`src/core/icp_pkg.sv`:
```
package icp_pkg;

   localparam int NSRC   = 15;
   localparam int NPIN   = 7;
   localparam int ADDR_W = 6;
   localparam int DATA_W = 8;

   localparam logic [ADDR_W-1:0] ADR_CTRL = 6'h38;
   localparam logic [ADDR_W-1:0] ADR_EDGE = 6'h3A;
   localparam logic [ADDR_W-1:0] ADR_REQ1 = 6'h3C;
   localparam logic [ADDR_W-1:0] ADR_REQ2 = 6'h3D;
   localparam logic [ADDR_W-1:0] ADR_EN1  = 6'h3E;
   localparam logic [ADDR_W-1:0] ADR_EN2  = 6'h3F;

   localparam logic [NSRC-1:0]   REQ_RST  = 15'h0000;
   localparam logic [NSRC-1:0]   EN_RST   = 15'h0000;
   localparam logic [NPIN-1:0]   EDGE_RST = 7'h00;
   localparam logic              IFLAG_RST = 1'b1;

   localparam logic [15:0] VEC_RESET = 16'hFFFC;
   localparam logic [15:0] VEC_FIRST = 16'hFFFA;
   localparam logic [15:0] VEC_BREAK = 16'hFFDC;

   localparam int SRC_HIF   = 0;
   localparam int SRC_HOE   = 1;
   localparam int SRC_EXT0  = 2;
   localparam int SRC_SRX   = 3;
   localparam int SRC_STX   = 4;
   localparam int SRC_TMX   = 5;
   localparam int SRC_TM1   = 6;
   localparam int SRC_TM2   = 7;
   localparam int SRC_CNTR  = 8;
   localparam int SRC_EXT1  = 9;
   localparam int SRC_KEY   = 14;
   localparam int PIN_CNTR  = 6;

   typedef struct packed {
      logic [ADDR_W-1:0] addr;
      logic [DATA_W-1:0] wdata;
      logic              wr;
      logic              rd;
   } icp_bus_s;

   typedef struct packed {
      logic        valid;
      logic        push;
      logic [15:0] addr;
   } icp_vec_s;

endpackage
```
`src/core/icp_interrupt_controller.sv`:
```
`timescale 1ns/1ns
// Notes on behaviour
// - maskable interrupt needs request 1, enable 1 and disable flag 0
// - software can set or clear every enable bit
// - software clears request bits; writing the request registers cannot set them
// - disable flag masks every maskable source; reset, software break and irq_out ignore it
// - accept: push state (not on reset), set disable flag, clear request, load vector
// - sixteen sources: eight external, seven internal, one software
// - fixed priority from reset down to software break
// - two-byte vectors descending by priority, reset FFFC, break FFDC
// - host write sets input-full, host read sets output-empty request
// - external pins and counter pin set request on selected edge
// - serial requests set on completion (transmit also on tx empty), only while serial selected
// - each timer overflow sets its own request bit
// - key wakeup request when AND of input-mode port pins falls
// - switching edge select from rising to falling sets the request
// - break and reset need no request or enable; reset is highest

////////////////////////////////////////////////////////////////////////
module icp_edge_det (
   input  wire logic ref_clk_in,
   input  wire logic rst_n_in,
   input  wire logic pin_in,
   input  wire logic falling_in,
   output logic      edge_out
);
   logic sync1;
   logic sync2;
   logic prev;

   // sync1 feeds sync2 only
   always_ff @(posedge ref_clk_in or negedge rst_n_in) begin
      if (!rst_n_in) begin
         sync1 <= 1'b0;
         sync2 <= 1'b0;
         prev  <= 1'b0;
      end else begin
         sync1 <= pin_in;
         sync2 <= sync1;
         prev  <= sync2;
      end
   end

   assign edge_out = falling_in ? (prev & ~sync2) : (~prev & sync2);
endmodule // icp_edge_det

////////////////////////////////////////////////////////////////////////
module icp_interrupt_controller (
   input  wire logic            ref_clk_in,
   input  wire logic            reset_n_in,
   input  icp_pkg::icp_bus_s    bus_in,
   output logic [7:0]           rdata_out,
   input  wire logic [5:0]      ext_pin_in,
   input  wire logic            counter_pin_in,
   input  wire logic [7:0]      key_wakeup_port_in,
   input  wire logic [7:0]      key_wakeup_dir_in,
   input  wire logic            host_input_full_in,
   input  wire logic            host_output_empty_in,
   input  wire logic            serial_sel_in,
   input  wire logic            sio_rx_done_in,
   input  wire logic            sio_tx_done_in,
   input  wire logic            sio_tx_empty_in,
   input  wire logic [2:0]      timer_ovf_in,
   input  wire logic            software_break_in,
   input  wire logic            ack_in,
   input  wire logic            clear_iflag_in,
   output logic                 take_out,
   output icp_pkg::icp_vec_s    vec_out,
   output logic                 iflag_out,
   output logic                 irq_out
);
   import icp_pkg::*;

   logic [1:0]      rst_pipe;
   logic            rst_n;
   logic [NSRC-1:0] req;
   logic [NSRC-1:0] en;
   logic [NPIN-1:0] edge_sel;
   logic            iflag;
   logic            reset_pend;
   logic            brk_pend;
   logic [NPIN-1:0] pin_edge;
   logic [NPIN-1:0] pins;
   logic [7:0]      key_s1;
   logic [7:0]      key_s2;
   logic            key_and_prev;
   logic            key_and;
   logic [NSRC-1:0] hw_set;
   logic [NSRC-1:0] sw_clr;
   logic [NSRC-1:0] ack_clr;
   logic [NSRC-1:0] pend;
   logic [3:0]      sel;
   logic            any_pend;
   logic            accept;

   ////////////////////////////////////////////////////////////////////
   always_ff @(posedge ref_clk_in or negedge reset_n_in) begin
      if (!reset_n_in) begin
         rst_pipe <= 2'h0;
      end else begin
         rst_pipe <= {rst_pipe[0], 1'b1};
      end
   end
   assign rst_n = rst_pipe[1];

   ////////////////////////////////////////////////////////////////////
   assign pins = {counter_pin_in, ext_pin_in};

   genvar g;
   generate
      for (g = 0; g < NPIN; g++) begin : g_pin
         icp_edge_det u_det (
            .ref_clk_in (ref_clk_in),
            .rst_n_in   (rst_n),
            .pin_in     (pins[g]),
            .falling_in (edge_sel[g]),
            .edge_out   (pin_edge[g])
         );
      end
   endgenerate

   // only pins in input mode take part; output pins count as high
   always_ff @(posedge ref_clk_in or negedge rst_n) begin
      if (!rst_n) begin
         key_s1       <= 8'hFF;
         key_s2       <= 8'hFF;
         key_and_prev <= 1'b1;
      end else begin
         key_s1       <= key_wakeup_port_in;
         key_s2       <= key_s1;
         key_and_prev <= key_and;
      end
   end
   assign key_and = &(key_s2 | key_wakeup_dir_in);

   ////////////////////////////////////////////////////////////////////
   logic wr_edge;
   logic [NPIN-1:0] to_falling;

   assign wr_edge    = bus_in.wr && (bus_in.addr == ADR_EDGE);
   assign to_falling = wr_edge ? (bus_in.wdata[NPIN-1:0] & ~edge_sel)
                               : {NPIN{1'b0}};

   always_comb begin
      hw_set           = '0;
      hw_set[SRC_HIF]  = host_input_full_in;
      hw_set[SRC_HOE]  = host_output_empty_in;
      hw_set[SRC_EXT0] = pin_edge[0] | to_falling[0];
      hw_set[SRC_SRX]  = serial_sel_in & sio_rx_done_in;
      hw_set[SRC_STX]  = serial_sel_in &
                         (sio_tx_done_in | sio_tx_empty_in);
      hw_set[SRC_TMX]  = timer_ovf_in[0];
      hw_set[SRC_TM1]  = timer_ovf_in[1];
      hw_set[SRC_TM2]  = timer_ovf_in[2];
      hw_set[SRC_CNTR] = pin_edge[PIN_CNTR] | to_falling[PIN_CNTR];
      hw_set[SRC_EXT1 +: 5] = pin_edge[5:1] | to_falling[5:1];
      hw_set[SRC_KEY]  = key_and_prev & ~key_and;
   end

   // write one clears; a write to a request register never sets a request
   always_comb begin
      sw_clr = '0;
      if (bus_in.wr && bus_in.addr == ADR_REQ1) begin
         sw_clr[7:0] = bus_in.wdata;
      end else if (bus_in.wr && bus_in.addr == ADR_REQ2) begin
         sw_clr[NSRC-1:8] = bus_in.wdata[6:0];
      end
   end

   ////////////////////////////////////////////////////////////////////
   assign pend     = req & en & {NSRC{~iflag}};
   assign any_pend = |pend;

   always_comb begin
      sel = 4'h0;
      for (int i = NSRC - 1; i >= 0; i--) begin
         if (pend[i]) begin
            sel = 4'(i);
         end
      end
   end

   assign take_out = reset_pend | brk_pend | any_pend;
   assign accept   = ack_in & take_out;
   assign irq_out  = |(req & en);

   always_comb begin
      ack_clr = '0;
      if (accept && !reset_pend && !any_pend) begin
         ack_clr = '0;
      end else if (accept && !reset_pend) begin
         ack_clr[sel] = 1'b1;
      end
   end

   // a hardware set in the same cycle as any clear wins
   always_ff @(posedge ref_clk_in or negedge rst_n) begin
      if (!rst_n) begin
         req <= REQ_RST;
      end else begin
         req <= (req & ~(sw_clr | ack_clr)) | hw_set;
      end
   end

   always_ff @(posedge ref_clk_in or negedge rst_n) begin
      if (!rst_n) begin
         en <= EN_RST;
      end else if (bus_in.wr && bus_in.addr == ADR_EN1) begin
         en[7:0] <= bus_in.wdata;
      end else if (bus_in.wr && bus_in.addr == ADR_EN2) begin
         en[NSRC-1:8] <= bus_in.wdata[6:0];
      end
   end

   always_ff @(posedge ref_clk_in or negedge rst_n) begin
      if (!rst_n) begin
         edge_sel <= EDGE_RST;
      end else if (wr_edge) begin
         edge_sel <= bus_in.wdata[NPIN-1:0];
      end
   end

   ////////////////////////////////////////////////////////////////////
   // break is latched so that it waits behind reset, never lost
   always_ff @(posedge ref_clk_in or negedge rst_n) begin
      if (!rst_n) begin
         reset_pend <= 1'b1;
         brk_pend   <= 1'b0;
      end else begin
         if (accept) begin
            reset_pend <= 1'b0;
         end
         if (software_break_in) begin
            brk_pend <= 1'b1;
         end else if (accept && !reset_pend && !any_pend) begin
            brk_pend <= 1'b0;
         end
      end
   end

   // order: reset, then maskable by index, break last
   always_ff @(posedge ref_clk_in or negedge rst_n) begin
      if (!rst_n) begin
         vec_out <= '0;
      end else if (accept) begin
         vec_out.valid <= 1'b1;
         vec_out.push  <= ~reset_pend;
         if (reset_pend) begin
            vec_out.addr <= VEC_RESET;
         end else if (any_pend) begin
            vec_out.addr <= VEC_FIRST - 16'({sel, 1'b0});
         end else begin
            vec_out.addr <= VEC_BREAK;
         end
      end else begin
         vec_out.valid <= 1'b0;
         vec_out.push  <= 1'b0;
      end
   end

   always_ff @(posedge ref_clk_in or negedge rst_n) begin
      if (!rst_n) begin
         iflag <= IFLAG_RST;
      end else if (accept) begin
         iflag <= 1'b1;
      end else if (clear_iflag_in) begin
         iflag <= 1'b0;
      end else if (bus_in.wr && bus_in.addr == ADR_CTRL) begin
         iflag <= bus_in.wdata[0];
      end
   end
   assign iflag_out = iflag;

   ////////////////////////////////////////////////////////////////////
   always_ff @(posedge ref_clk_in or negedge rst_n) begin
      if (!rst_n) begin
         rdata_out <= 8'h00;
      end else if (!bus_in.rd) begin
         rdata_out <= 8'h00;
      end else if (bus_in.addr == ADR_CTRL) begin
         rdata_out <= {7'h00, iflag};
      end else if (bus_in.addr == ADR_EDGE) begin
         rdata_out <= {1'b0, edge_sel};
      end else if (bus_in.addr == ADR_REQ1) begin
         rdata_out <= req[7:0];
      end else if (bus_in.addr == ADR_REQ2) begin
         rdata_out <= {1'b0, req[NSRC-1:8]};
      end else if (bus_in.addr == ADR_EN1) begin
         rdata_out <= en[7:0];
      end else if (bus_in.addr == ADR_EN2) begin
         rdata_out <= {1'b0, en[NSRC-1:8]};
      end else begin
         rdata_out <= 8'h00;
      end
   end

endmodule // icp_interrupt_controller

```
`config.mk`:
```
export PLATFORM = sky130hd
export DESIGN_NAME = icp_interrupt_controller
export DESIGN_NICKNAME = d
export VERILOG_FILES = /design/src/core/icp_pkg.sv /design/src/core/icp_interrupt_controller.sv
export SDC_FILE = /design/constraint.sdc
export NUM_CORES = 1
export LEC_CHECK = 0
export BUFFER_PORTS_ARGS = -buffer_cell sky130_fd_sc_hd__buf_2
export CORE_MARGIN = 4
export CORE_UTILIZATION = 59
export DETAILED_ROUTE_END_ITERATION = 7
export PLACE_DENSITY = 0.92
export SLEW_MARGIN = 20
export SYNTH_ARGS = -nofsm -noshare
export SYNTH_HDL_FRONTEND = slang
export SYNTH_HIERARCHICAL = 1
export SYNTH_SLANG_ARGS = --single-unit
```
`constraint.sdc`:
```
create_clock -name ref_clk_in -period 7.98 [get_ports ref_clk_in]
set_clock_uncertainty 0.15 [all_clocks]
set_input_delay 0.798 -clock ref_clk_in [delete_from_list [all_inputs] [get_ports ref_clk_in]]
set_output_delay 0.798 -clock ref_clk_in [all_outputs]
set_load 0.02 [all_outputs]
```
=== After elaboration in Yosys (flattened, before gate mapping) ===
Cells that the tools add are included.

* Reductions and logical operators: 17
* Add/subtract/negate cells: 1
* $lt $le $gt $ge: 2
* Multiplexer cells: 45
* Bitwise operators: 51
* Equal/unequal tests: 6

{| class="wikitable"
|+ Operators with widths
! kind !! number
|-
| two-way mux 4 bit || 15
|-
| two-way mux 8 bit || 7
|-
| bitwise AND 15 bit || 3
|-
| equality test 6 bit (second input constant) || 6
|-
| two-way mux 16 bit || 2
|-
| two-way mux 15 bit || 2
|-
| bitwise OR 15 bit || 2
|-
| OR reduction 15 bit || 2
|-
| two-way mux 7 bit || 4
|-
| bitwise AND 1 bit || 18
|-
| NOT 1 bit || 18
|-
| NOT 15 bit || 1
|-
| two-way mux 1 bit || 13
|-
| logical AND 1 bit || 9
|-
| bitwise OR 8 bit || 1
|-
| AND reduction 8 bit || 1
|-
| bitwise AND 7 bit || 1
|-
| NOT 7 bit || 1
|-
| subtractor 4 x 6 -> 7 bit (first input constant) || 1
|-
| less-than comparator 4 x 5 -> 1 bit (second input constant) || 1
|-
| bitwise OR 1 bit || 5
|-
| bitwise OR 5 bit || 1
|-
| demux 1 bit (select 4 bit) || 1
|-
| >= comparator 4 x 1 -> 1 bit (second input constant) || 1
|-
| 5 further kinds || 6
|}

* Word-level logic and storage cells: 158
* Register bits after elaboration: 106
* Input port bits: 53

=== Longest topological paths before layout ===
Gate-level depths: netlist of the first run.

* Depth after elaboration: 27
* Gate-level depth with buffers: 9
* Depth with buffers taken out: 8

=== Cells and area by module ===
Netlist of the first run, hierarchy kept.

{| class="wikitable"
|+ Modules (own cells, without submodules)
! module !! cells each !! sequential area each (sq um) !! area an instance (sq um) !! times used
|-
| icp_interrupt_controller || 312 || 1,900.6 || 3,543.4 || 1
|-
| icp_edge_det || 6 || 75.1 || 97.6 || 7
|}

=== Worst setup path after synthesis of the first run ===
No wires, ideal clock.

* Kind: reg2out
* Start: register iflag, in the netlist iflag_out
* End: output port take_out
* Required time: 7,032 ps
* Cell stages (with the launch flop): 5
* Slack: 5,662 ps
* Buffers on the path: 1
* Arrival: 1,370 ps
* Cell sequence: dfstp_2 buf_2 a31oi_1 nor3_2 nand2_1

* Word-level cells in the longest chain between the ends: 4

{| class="wikitable"
|+ RTL lines
! what !! RTL line !! source
|-
| start, declared || icp_interrupt_controller.sv:79 || <nowiki>logic iflag;</nowiki>
|-
| start signal, assigned || icp_interrupt_controller.sv:269 || <nowiki>iflag <= bus_in.wdata[0];</nowiki>
|-
| NOT 1 bit || icp_interrupt_controller.sv:171 || <nowiki>assign pend = req & en & {NSRC{~iflag}};</nowiki>
|-
| bitwise AND 15 bit || icp_interrupt_controller.sv:171 ||
|-
| OR reduction 15 bit || icp_interrupt_controller.sv:172 || <nowiki>assign any_pend = |pend;</nowiki>
|-
| bitwise OR 1 bit || icp_interrupt_controller.sv:183 || <nowiki>assign take_out = reset_pend | brk_pend | any_pend;</nowiki>
|-
| end, declared || icp_interrupt_controller.sv:67 || <nowiki>output logic take_out,</nowiki>
|}

Every way passes these cells.

=== Worst setup path in the final report of the first run ===
* Start: register req[13]
* End: output port take_out

* Word-level cells in the longest chain between the ends: 4

{| class="wikitable"
|+ RTL lines
! what !! RTL line !! source
|-
| start, declared || icp_interrupt_controller.sv:76 || <nowiki>logic [NSRC-1:0] req;</nowiki>
|-
| start signal, assigned || icp_interrupt_controller.sv:201 || <nowiki>req <= (req & ~(sw_clr | ack_clr)) | hw_set;</nowiki>
|-
| bitwise AND 15 bit (2 in series) || icp_interrupt_controller.sv:171 ||
|-
| OR reduction 15 bit || icp_interrupt_controller.sv:172 ||
|-
| bitwise OR 1 bit || icp_interrupt_controller.sv:183 ||
|}

Every way passes these cells.

==> flow_metrics.env, run 1 <==
export IMPL_ctsResizeCount=0
export IMPL_switching_share=0.331
export IMPL_netlist_area_leader_share=0.456
export IMPL_rsz0062_at_grt="no"
export IMPL_total_leakage_power_nw=2.09
export IMPL_netlist_top_cells_count="dfrtp_1, nand2_1, nor2_1"
export IMPL_report_final_setup_viol=0
export IMPL_clk_pin_slew_worst_paths_ns=0.09
export IMPL_post_synth_cell_area_avg_um2=11.9
export IMPL_via_count=3240
export IMPL_row_count=30
export IMPL_reg2reg_from="req[11]$_DFF_PN0_"
export IMPL_criticalPathCategory="flop to output pin"
export IMPL_share_clk_of_total_power=0.279
export IMPL_cts_max_path_buffers=2
export IMPL_signed_area_change_from_the_synthesized_netlist_to_the_final_layout_pct=14.7
export IMPL_yosys_area_top_type="dfrtp_1"
export IMPL_place_area_mm2=0.00464
export IMPL_int_pwr_w=0.000778
export IMPL_critical_path_startpoint_type="flop"
export IMPL_routed_wl_um=10500
export IMPL_dp_cells=514
export IMPL_layout_cells_non_filler=530
export IMPL_timing_fmax_mhz=325
export IMPL_cts_tree="done"
export IMPL_worst_setup_path_end_kind="output pin"
export IMPL_design_core_area_mm2=0.00687
export IMPL_detailedRoute_firstIterationViolations=340
export IMPL_drc_violations_left=0
export IMPL_antennaDiodeCount=0
export IMPL_drive_gt1_frac=0.371
export IMPL_netlist_cell_type_count=57
export IMPL_detailed_placer_s_ending_hpwl_um=7880
export IMPL_summed_instance_area_of_the_synthesized_netlist_mm2=0.00423
export IMPL_cts_inserted_buffers=9
export IMPL_peakVddDrop_v=0.000144
export IMPL_timing_hold_worst_class="input pin to async pin"
export IMPL_die_width_um=92.6
export IMPL_overflow=0
export IMPL_netlist_top_cells_area="dfrtp_1, dfstp_2, mux2_2"
export IMPL_outcome="completed"
export IMPL_finalHoldViolCount=0
export IMPL_wl_per_cell_um=19.9
export IMPL_worst_setup_path_startpoint="req[13]$_DFF_PN0_"
export IMPL_preCtsSetupSlack_ns=5.09
export IMPL_final_nets=483
export IMPL_yosysSeqAreaShare=0.574
export IMPL_ff_latch_area_mm2=0.00243
export IMPL_first_global_vias=3174
export IMPL_cts_root_buffer="clkbuf_8"
export IMPL_final_setup_tns_ns=0
export IMPL_crit_arrival_ns=2.13
export IMPL_design_die_area_mm2=0.00858
export IMPL_yosysMostFrequentCell="dfrtp_1"
export IMPL_power_switching_w=0.000385
export IMPL_path_max_fanout=5
export IMPL_worst_pin_slew_ns=0.624
export IMPL_synth_nets=408
export IMPL_async_flop_share=1.00
export IMPL_io_buffer_count=80
export IMPL_share_seq_of_total_power=0.519
export IMPL_fillers=500
export IMPL_fin_ws_ns=4.90
export IMPL_place_congestion=1.05
export IMPL_detail_route_antenna_nets=0
export IMPL_cts_repair_timing_setup_buffer_count=0
export IMPL_layout_worst_path_cycle_share=0.386
export IMPL_final_max_slew_viol_count=0
export IMPL_combinationalPowerShare=0.202
export IMPL_clock_insertion_delay_worst_skew_ns=0.37
export IMPL_syn_instance_count=354
export IMPL_grt_start_max_net_pins=49
export IMPL_synth_edf_count=0
export IMPL_pwr_density_cell_mw_per_mm2=240
export IMPL_hold_buffer_count_at_cts=0
export IMPL_yosys_warnings=6
export IMPL_design_area_mm2=0.00485
export IMPL_multi_input_comb_area_mm2=0.00164
export IMPL_post_drt_via_cell_ratio=6.11
export IMPL_final_hold_worst_slack_ns=0.0441
export IMPL_antenna_found_initial=0
export IMPL_design_portCount=82
export IMPL_slew_headroom=0.582
export IMPL_clock_sinks=96
export IMPL_cp_required_ns=7.03
export IMPL_grt_total_usage=0.256
export IMPL_synth_ff_latch_count=96
export IMPL_die_height_um=92.6
export IMPL_drv_max_cap_violation_count=0
export IMPL_synth_ff_type="dfrtp_1"
export IMPL_ctsHtreeMaxLevel=3
export IMPL_post_route_min_period_ns=3.08
export IMPL_grt_first_pass_wirelength_um=16500
export IMPL_initial_core_util=0.615
export IMPL_firstDrtPassIters=7
path summary, 6_finish.rpt:
check | to | slack, ns | cells past startpoint
worst max-delay path | take_out | 4.90 | 5
worst min-delay path | rst_pipe[1]$_DFF_PN0_ | 0.04 | 1
worst max register to register | req[14]$_DFF_PN0_ | 5.50 | 6
worst min register to register | g_pin[6].u_det/sync1$_DFF_PN0_ | 0.19 | 0
max in group asynchronous | rdata_out[4]$_DFF_PN0_ | 6.50 | 1
min in group ref_clk_in | key_s2[6]$_DFF_PN1_ | 0.20 | 0
metrics by stage:
stage	power (W)	utilization
detailed placement	0.000842	0.676
global route	0.00122	0.705
floorplan	0.000757	-
global placement	0.000833	0.676
finish	0.00116	0.705
CTS	0.00116	0.705
power groups by stage:
stage / Sequential (W) / Clock [W] / Combinational, W
3_5_place_dp: 0.000610 / 0 / 0.000232
5_1_grt: 0.000610 / 0.000350 / 0.000255
2_1_floorplan: 0.000608 / 0 / 0.000149
3_3_place_gp: 0.000607 / 0 / 0.000226
6_report: 0.000604 / 0.000324 / 0.000235
4_1_cts: 0.000602 / 0.000328 / 0.000234
final cells by class:
type / instances / area share
clock inverters: 6 / 0.0114
well taps: 96 / 0.0248
inverters: 10 / 0.00930
multi-input cells: 231 / 0.338
flip-flops and latches: 96 / 0.501
repair buffers: 81 / 0.0842
clock buffers: 10 / 0.0307
cells by family (layout without fill, tap and decap cells):
group	count (synthesis)	count (layout)	synth area share
AND/OR/NAND/NOR	116	116	0.145
flip-flops	96	96	0.574
AO/OA/AOI/OAI	85	85	0.148
buffers and inverters	27	107	0.0382
multiplexers	26	26	0.0873
other	2	2	0.00178
adder cells (fa/ha/maj)	1	1	0.00296
XOR/XNOR	1	1	0.00207
metal layers:
metal  up-vias  track usage  wire length (um)
li1       1424            -                 -
met1      1580        0.338              3930
met2       208        0.408              5200
met3        28       0.0723              1130
met4         0       0.0940               254
met5         -            0                 0
flip-flops by register name, indices dropped and copies added, names as in the netlist, 2 cells and up:
| register | flops |
|---|---|
| key_s2 | 8 |
| edge_sel | 7 |
| g_pin.u_det/prev | 7 |
| g_pin.u_det/sync1 | 7 |
| rdata_out | 8 |
| en | 15 |
| vec_out | 8 |
| rst_pipe | 2 |
| req | 15 |
| g_pin.u_det/sync2 | 7 |
| key_s1 | 8 |
placed cells by master, fill, tap and decap left out, types with 3 or more instances in the layout:
cell type / count
nor2_1: 21
inv_6: 3
o21ai_0: 5
nand2b_1: 10
mux2_2: 17
nor2b_1: 3
nor4_1: 3
clkbuf_8: 9
dfstp_2: 19
a31oi_1: 13
dfrtp_1: 76
nor3_2: 3
o22ai_1: 5
nand2_1: 43
a22oi_1: 14
nand3b_1: 8
inv_1: 8
buf_2: 80
a21oi_1: 13
or2_1: 3
mux4_2: 7
o21ai_2: 7
nand3_1: 6
a21boi_0: 6
a31o_1: 3
critical path, cell delays in order, from the launching register on:
cell	delay [ns]
dfrtp_1	0.48
a222oi_1	0.55
nor2_1	0.13
nor3_2	0.28
nand2_1	0.13
buf_2	0.18
No activity file was read; power rests on OpenSTA's default activity.
==> run 2: changes to the inputs <==
Settings changed: CORE_UTILIZATION 59 to 55, PLACE_DENSITY 0.92 to 0.87.
Clock period 7.98 ns to 3.05 ns, I/O delays scaled along.
==> run 2 against run 1 <==
Effect of this change: worst setup slack worse by 4.4 ns; non-clock buffer count is 24 higher; cell area rose by 4.3%; register-to-register slack got worse by 4.8 ns; first-iteration DRC count is 24% higher; combinational power increased to 2.8 times the previous value; critical path type unchanged; critical endpoint unchanged; largest cell class unchanged; highest routed layer unchanged.
==> flow_metrics.env, run 2 (same netlist as run 1, synthesis figures left out) <==
export IMPL_ctsHtreeMaxLevel=3
export IMPL_final_common_cell="buf_2"
export IMPL_criticalPathCategory="flop to output pin"
export IMPL_total_leakage_power_nw=2.18
export IMPL_pwr_density_cell_mw_per_mm2=593
export IMPL_worst_pin_slew_ns=0.686
export IMPL_critical_path_startpoint_type="flop"
export IMPL_cts_inserted_buffers=9
export IMPL_crit_buf_inv=1
export IMPL_cpLargestDelayFamily="simple AND/OR/NAND/NOR gates"
export IMPL_layout_cells_non_filler=557
export IMPL_grt_start_max_net_pins=54
export IMPL_mostFrequentLayoutCells="buf_2, dfrtp_1, nand2_1, nor2_1, dlygate4sd3_1"
export IMPL_die_height_um=95.7
export IMPL_signed_area_change_from_the_synthesized_netlist_to_the_final_layout_pct=19.6
export IMPL_firstDrtPassIters=6
export IMPL_clock_insertion_delay_worst_skew_ns=0.38
export IMPL_whs_path_depth=3
export IMPL_timing_hold_worst_class="input pin to flop"
export IMPL_worst_setup_path_end_kind="output pin"
export IMPL_design_core_area_mm2=0.00737
export IMPL_report_final_setup_viol=0
export IMPL_cp_required_ns=2.59
export IMPL_preCtsSetupSlack_ns=0.696
export IMPL_io_buffer_count=80
export IMPL_detail_route_antenna_nets=0
export IMPL_reg2reg_from="iflag_out$_DFFE_PN1P_"
export IMPL_initial_core_util=0.574
export IMPL_cts_max_path_buffers=2
export IMPL_finalHoldViolCount=0
export IMPL_fillers=550
export IMPL_antennaDiodeCount=0
export IMPL_layout_worst_path_cycle_share=0.832
export IMPL_grt_total_usage=0.246
export IMPL_row_count=31
export IMPL_drc_violations_left=0
export IMPL_fin_ws_ns=0.513
export IMPL_crit_chain="a222oi_1, nor2_1, nor3_2, nand2_1, buf_2"
export IMPL_final_hold_worst_slack_ns=0.0307
export IMPL_place_congestion=0.993
export IMPL_wl_per_cell_um=18.7
export IMPL_peakVddDrop_v=0.000370
export IMPL_r2r_slack_ns=0.72
export IMPL_design_die_area_mm2=0.00915
export IMPL_cpPeakStageDelay_ns=0.48
export IMPL_grt_first_pass_wirelength_um=16800
export IMPL_clock_sinks=96
export IMPL_routed_wl_um=10400
export IMPL_critical_path_slowest_cell="a222oi_1"
export IMPL_ctsResizeCount=0
export IMPL_via_count=3307
export IMPL_crit_arrival_ns=2.08
export IMPL_post_drt_via_cell_ratio=5.94
export IMPL_first_global_vias=3224
export IMPL_holdCritStartpoint="timer_ovf_in[2]"
export IMPL_design_portCount=82
export IMPL_cts_root_buffer="clkbuf_8"
export IMPL_drv_max_cap_violation_count=0
export IMPL_final_setup_tns_ns=0
export IMPL_clk_pin_slew_worst_paths_ns=0.09
export IMPL_regToRegEndpoint="vec_out[4]$_DFFE_PN0P_"
export IMPL_cts_tree="done"
export IMPL_overflow=0
export IMPL_detailedRoute_firstIterationViolations=420
export IMPL_worstHoldEndpoint="req[7]$_DFF_PN0_"
export IMPL_timing_fmax_mhz=394
export IMPL_dp_cells=521
export IMPL_detailed_placer_s_ending_hpwl_um=7510
export IMPL_slew_headroom=0.541
export IMPL_path_max_fanout=4
export IMPL_die_width_um=95.7
export IMPL_worst_reg2reg_path_length_in_cells=8
export IMPL_post_route_min_period_ns=2.54
export IMPL_final_nets=507
export IMPL_outcome="completed"
export IMPL_post_layout_total_power_w=0.00300
export IMPL_final_max_slew_viol_count=0
export IMPL_rsz0062_at_grt="no"
export IMPL_antenna_found_initial=0
export IMPL_drive_gt1_frac=0.358
export IMPL_largest_regs="en x15, req x15"
-- run 2: changes by cell type in the layout (fill, tap and decap cells not counted) --
cell	change
dlygate4sd3_1	+20
inv_6	-2
clkinv_4	-1
inv_8	-1
clkbuf_8	+1
inv_4	+2
clkbuf_16	-1
buf_4	+4
clkinvlp_4	+1
clkbuf_1	+1
-- run 2: how the worst max path moves through the flow --
stage / start / end / slack [ns] / depth (start not counted)
2_1_floorplan: rst_pipe[1]$_DFF_PN0_ / brk_pend$_DFFE_PN0P_ / 0.06 / 0
3_3_place_gp: bus_in[11] / req[12]$_DFF_PN0_ / 0.74 / 7
3_5_place_dp: bus_in[11] / req[12]$_DFF_PN0_ / 0.70 / 7
4_1_cts: req[14]$_DFF_PN0_ / take_out / 0.56 / 5
5_1_grt: req[14]$_DFF_PN0_ / take_out / 0.38 / 5
6_report: req[14]$_DFF_PN0_ / take_out / 0.51 / 5
-- run 2: layout make-up --
class	instances	area [um^2]	share of cell area
Sequential cell	96	2430	0.481
Multi-Input combinational cell	231	1640	0.324
Timing Repair Buffer	105	638	0.126
Clock buffer	11	141	0.0280
Tap cell	99	124	0.0245
Inverter	10	45.0	0.00891
Clock inverter	5	37.5	0.00743
-- run 2: power breakdown --
part | total (W) | internal (W) | switching [W]
sequential | 0.00156 | 0.00142 | 0.000145
combinational | 0.000651 | 0.000275 | 0.000376
clock | 0.000784 | 0.000325 | 0.000460
-- run 2: stage by stage --
step / util / instance area (um^2)
2_1_floorplan: - / 4230
3_3_place_gp: 0.634 / 4680
3_5_place_dp: 0.634 / 4680
4_1_cts: 0.686 / 5050
5_1_grt: 0.686 / 5050
6_report: 0.686 / 5050
-- run 2: routing by layer --
metal / wire length (um) / global-route usage / vias to the layer above
met2: 5080 / 0.377 / 189
met3: 969 / 0.0505 / 31
met1: 4120 / 0.344 / 1611
met5: 0 / 0 / -
li1: - / - / 1476
met4: 264 / 0.0960 / 0
-- run 2: repair_timing --
action,CTS,global route
hold endpoints to repair,21,0
setup buffers,0,0
hold buffers,20,0
-- run 2: worst register-to-register path, cell delays in order (launching register included) --
cell      delay, ns
dfstp_2        0.72
nand3b_1       0.16
o22ai_1        0.06
a221oi_1       0.27
or2_1          0.36
inv_8          0.07
ha_1           0.19
xnor2_1        0.15
a21oi_1        0.08
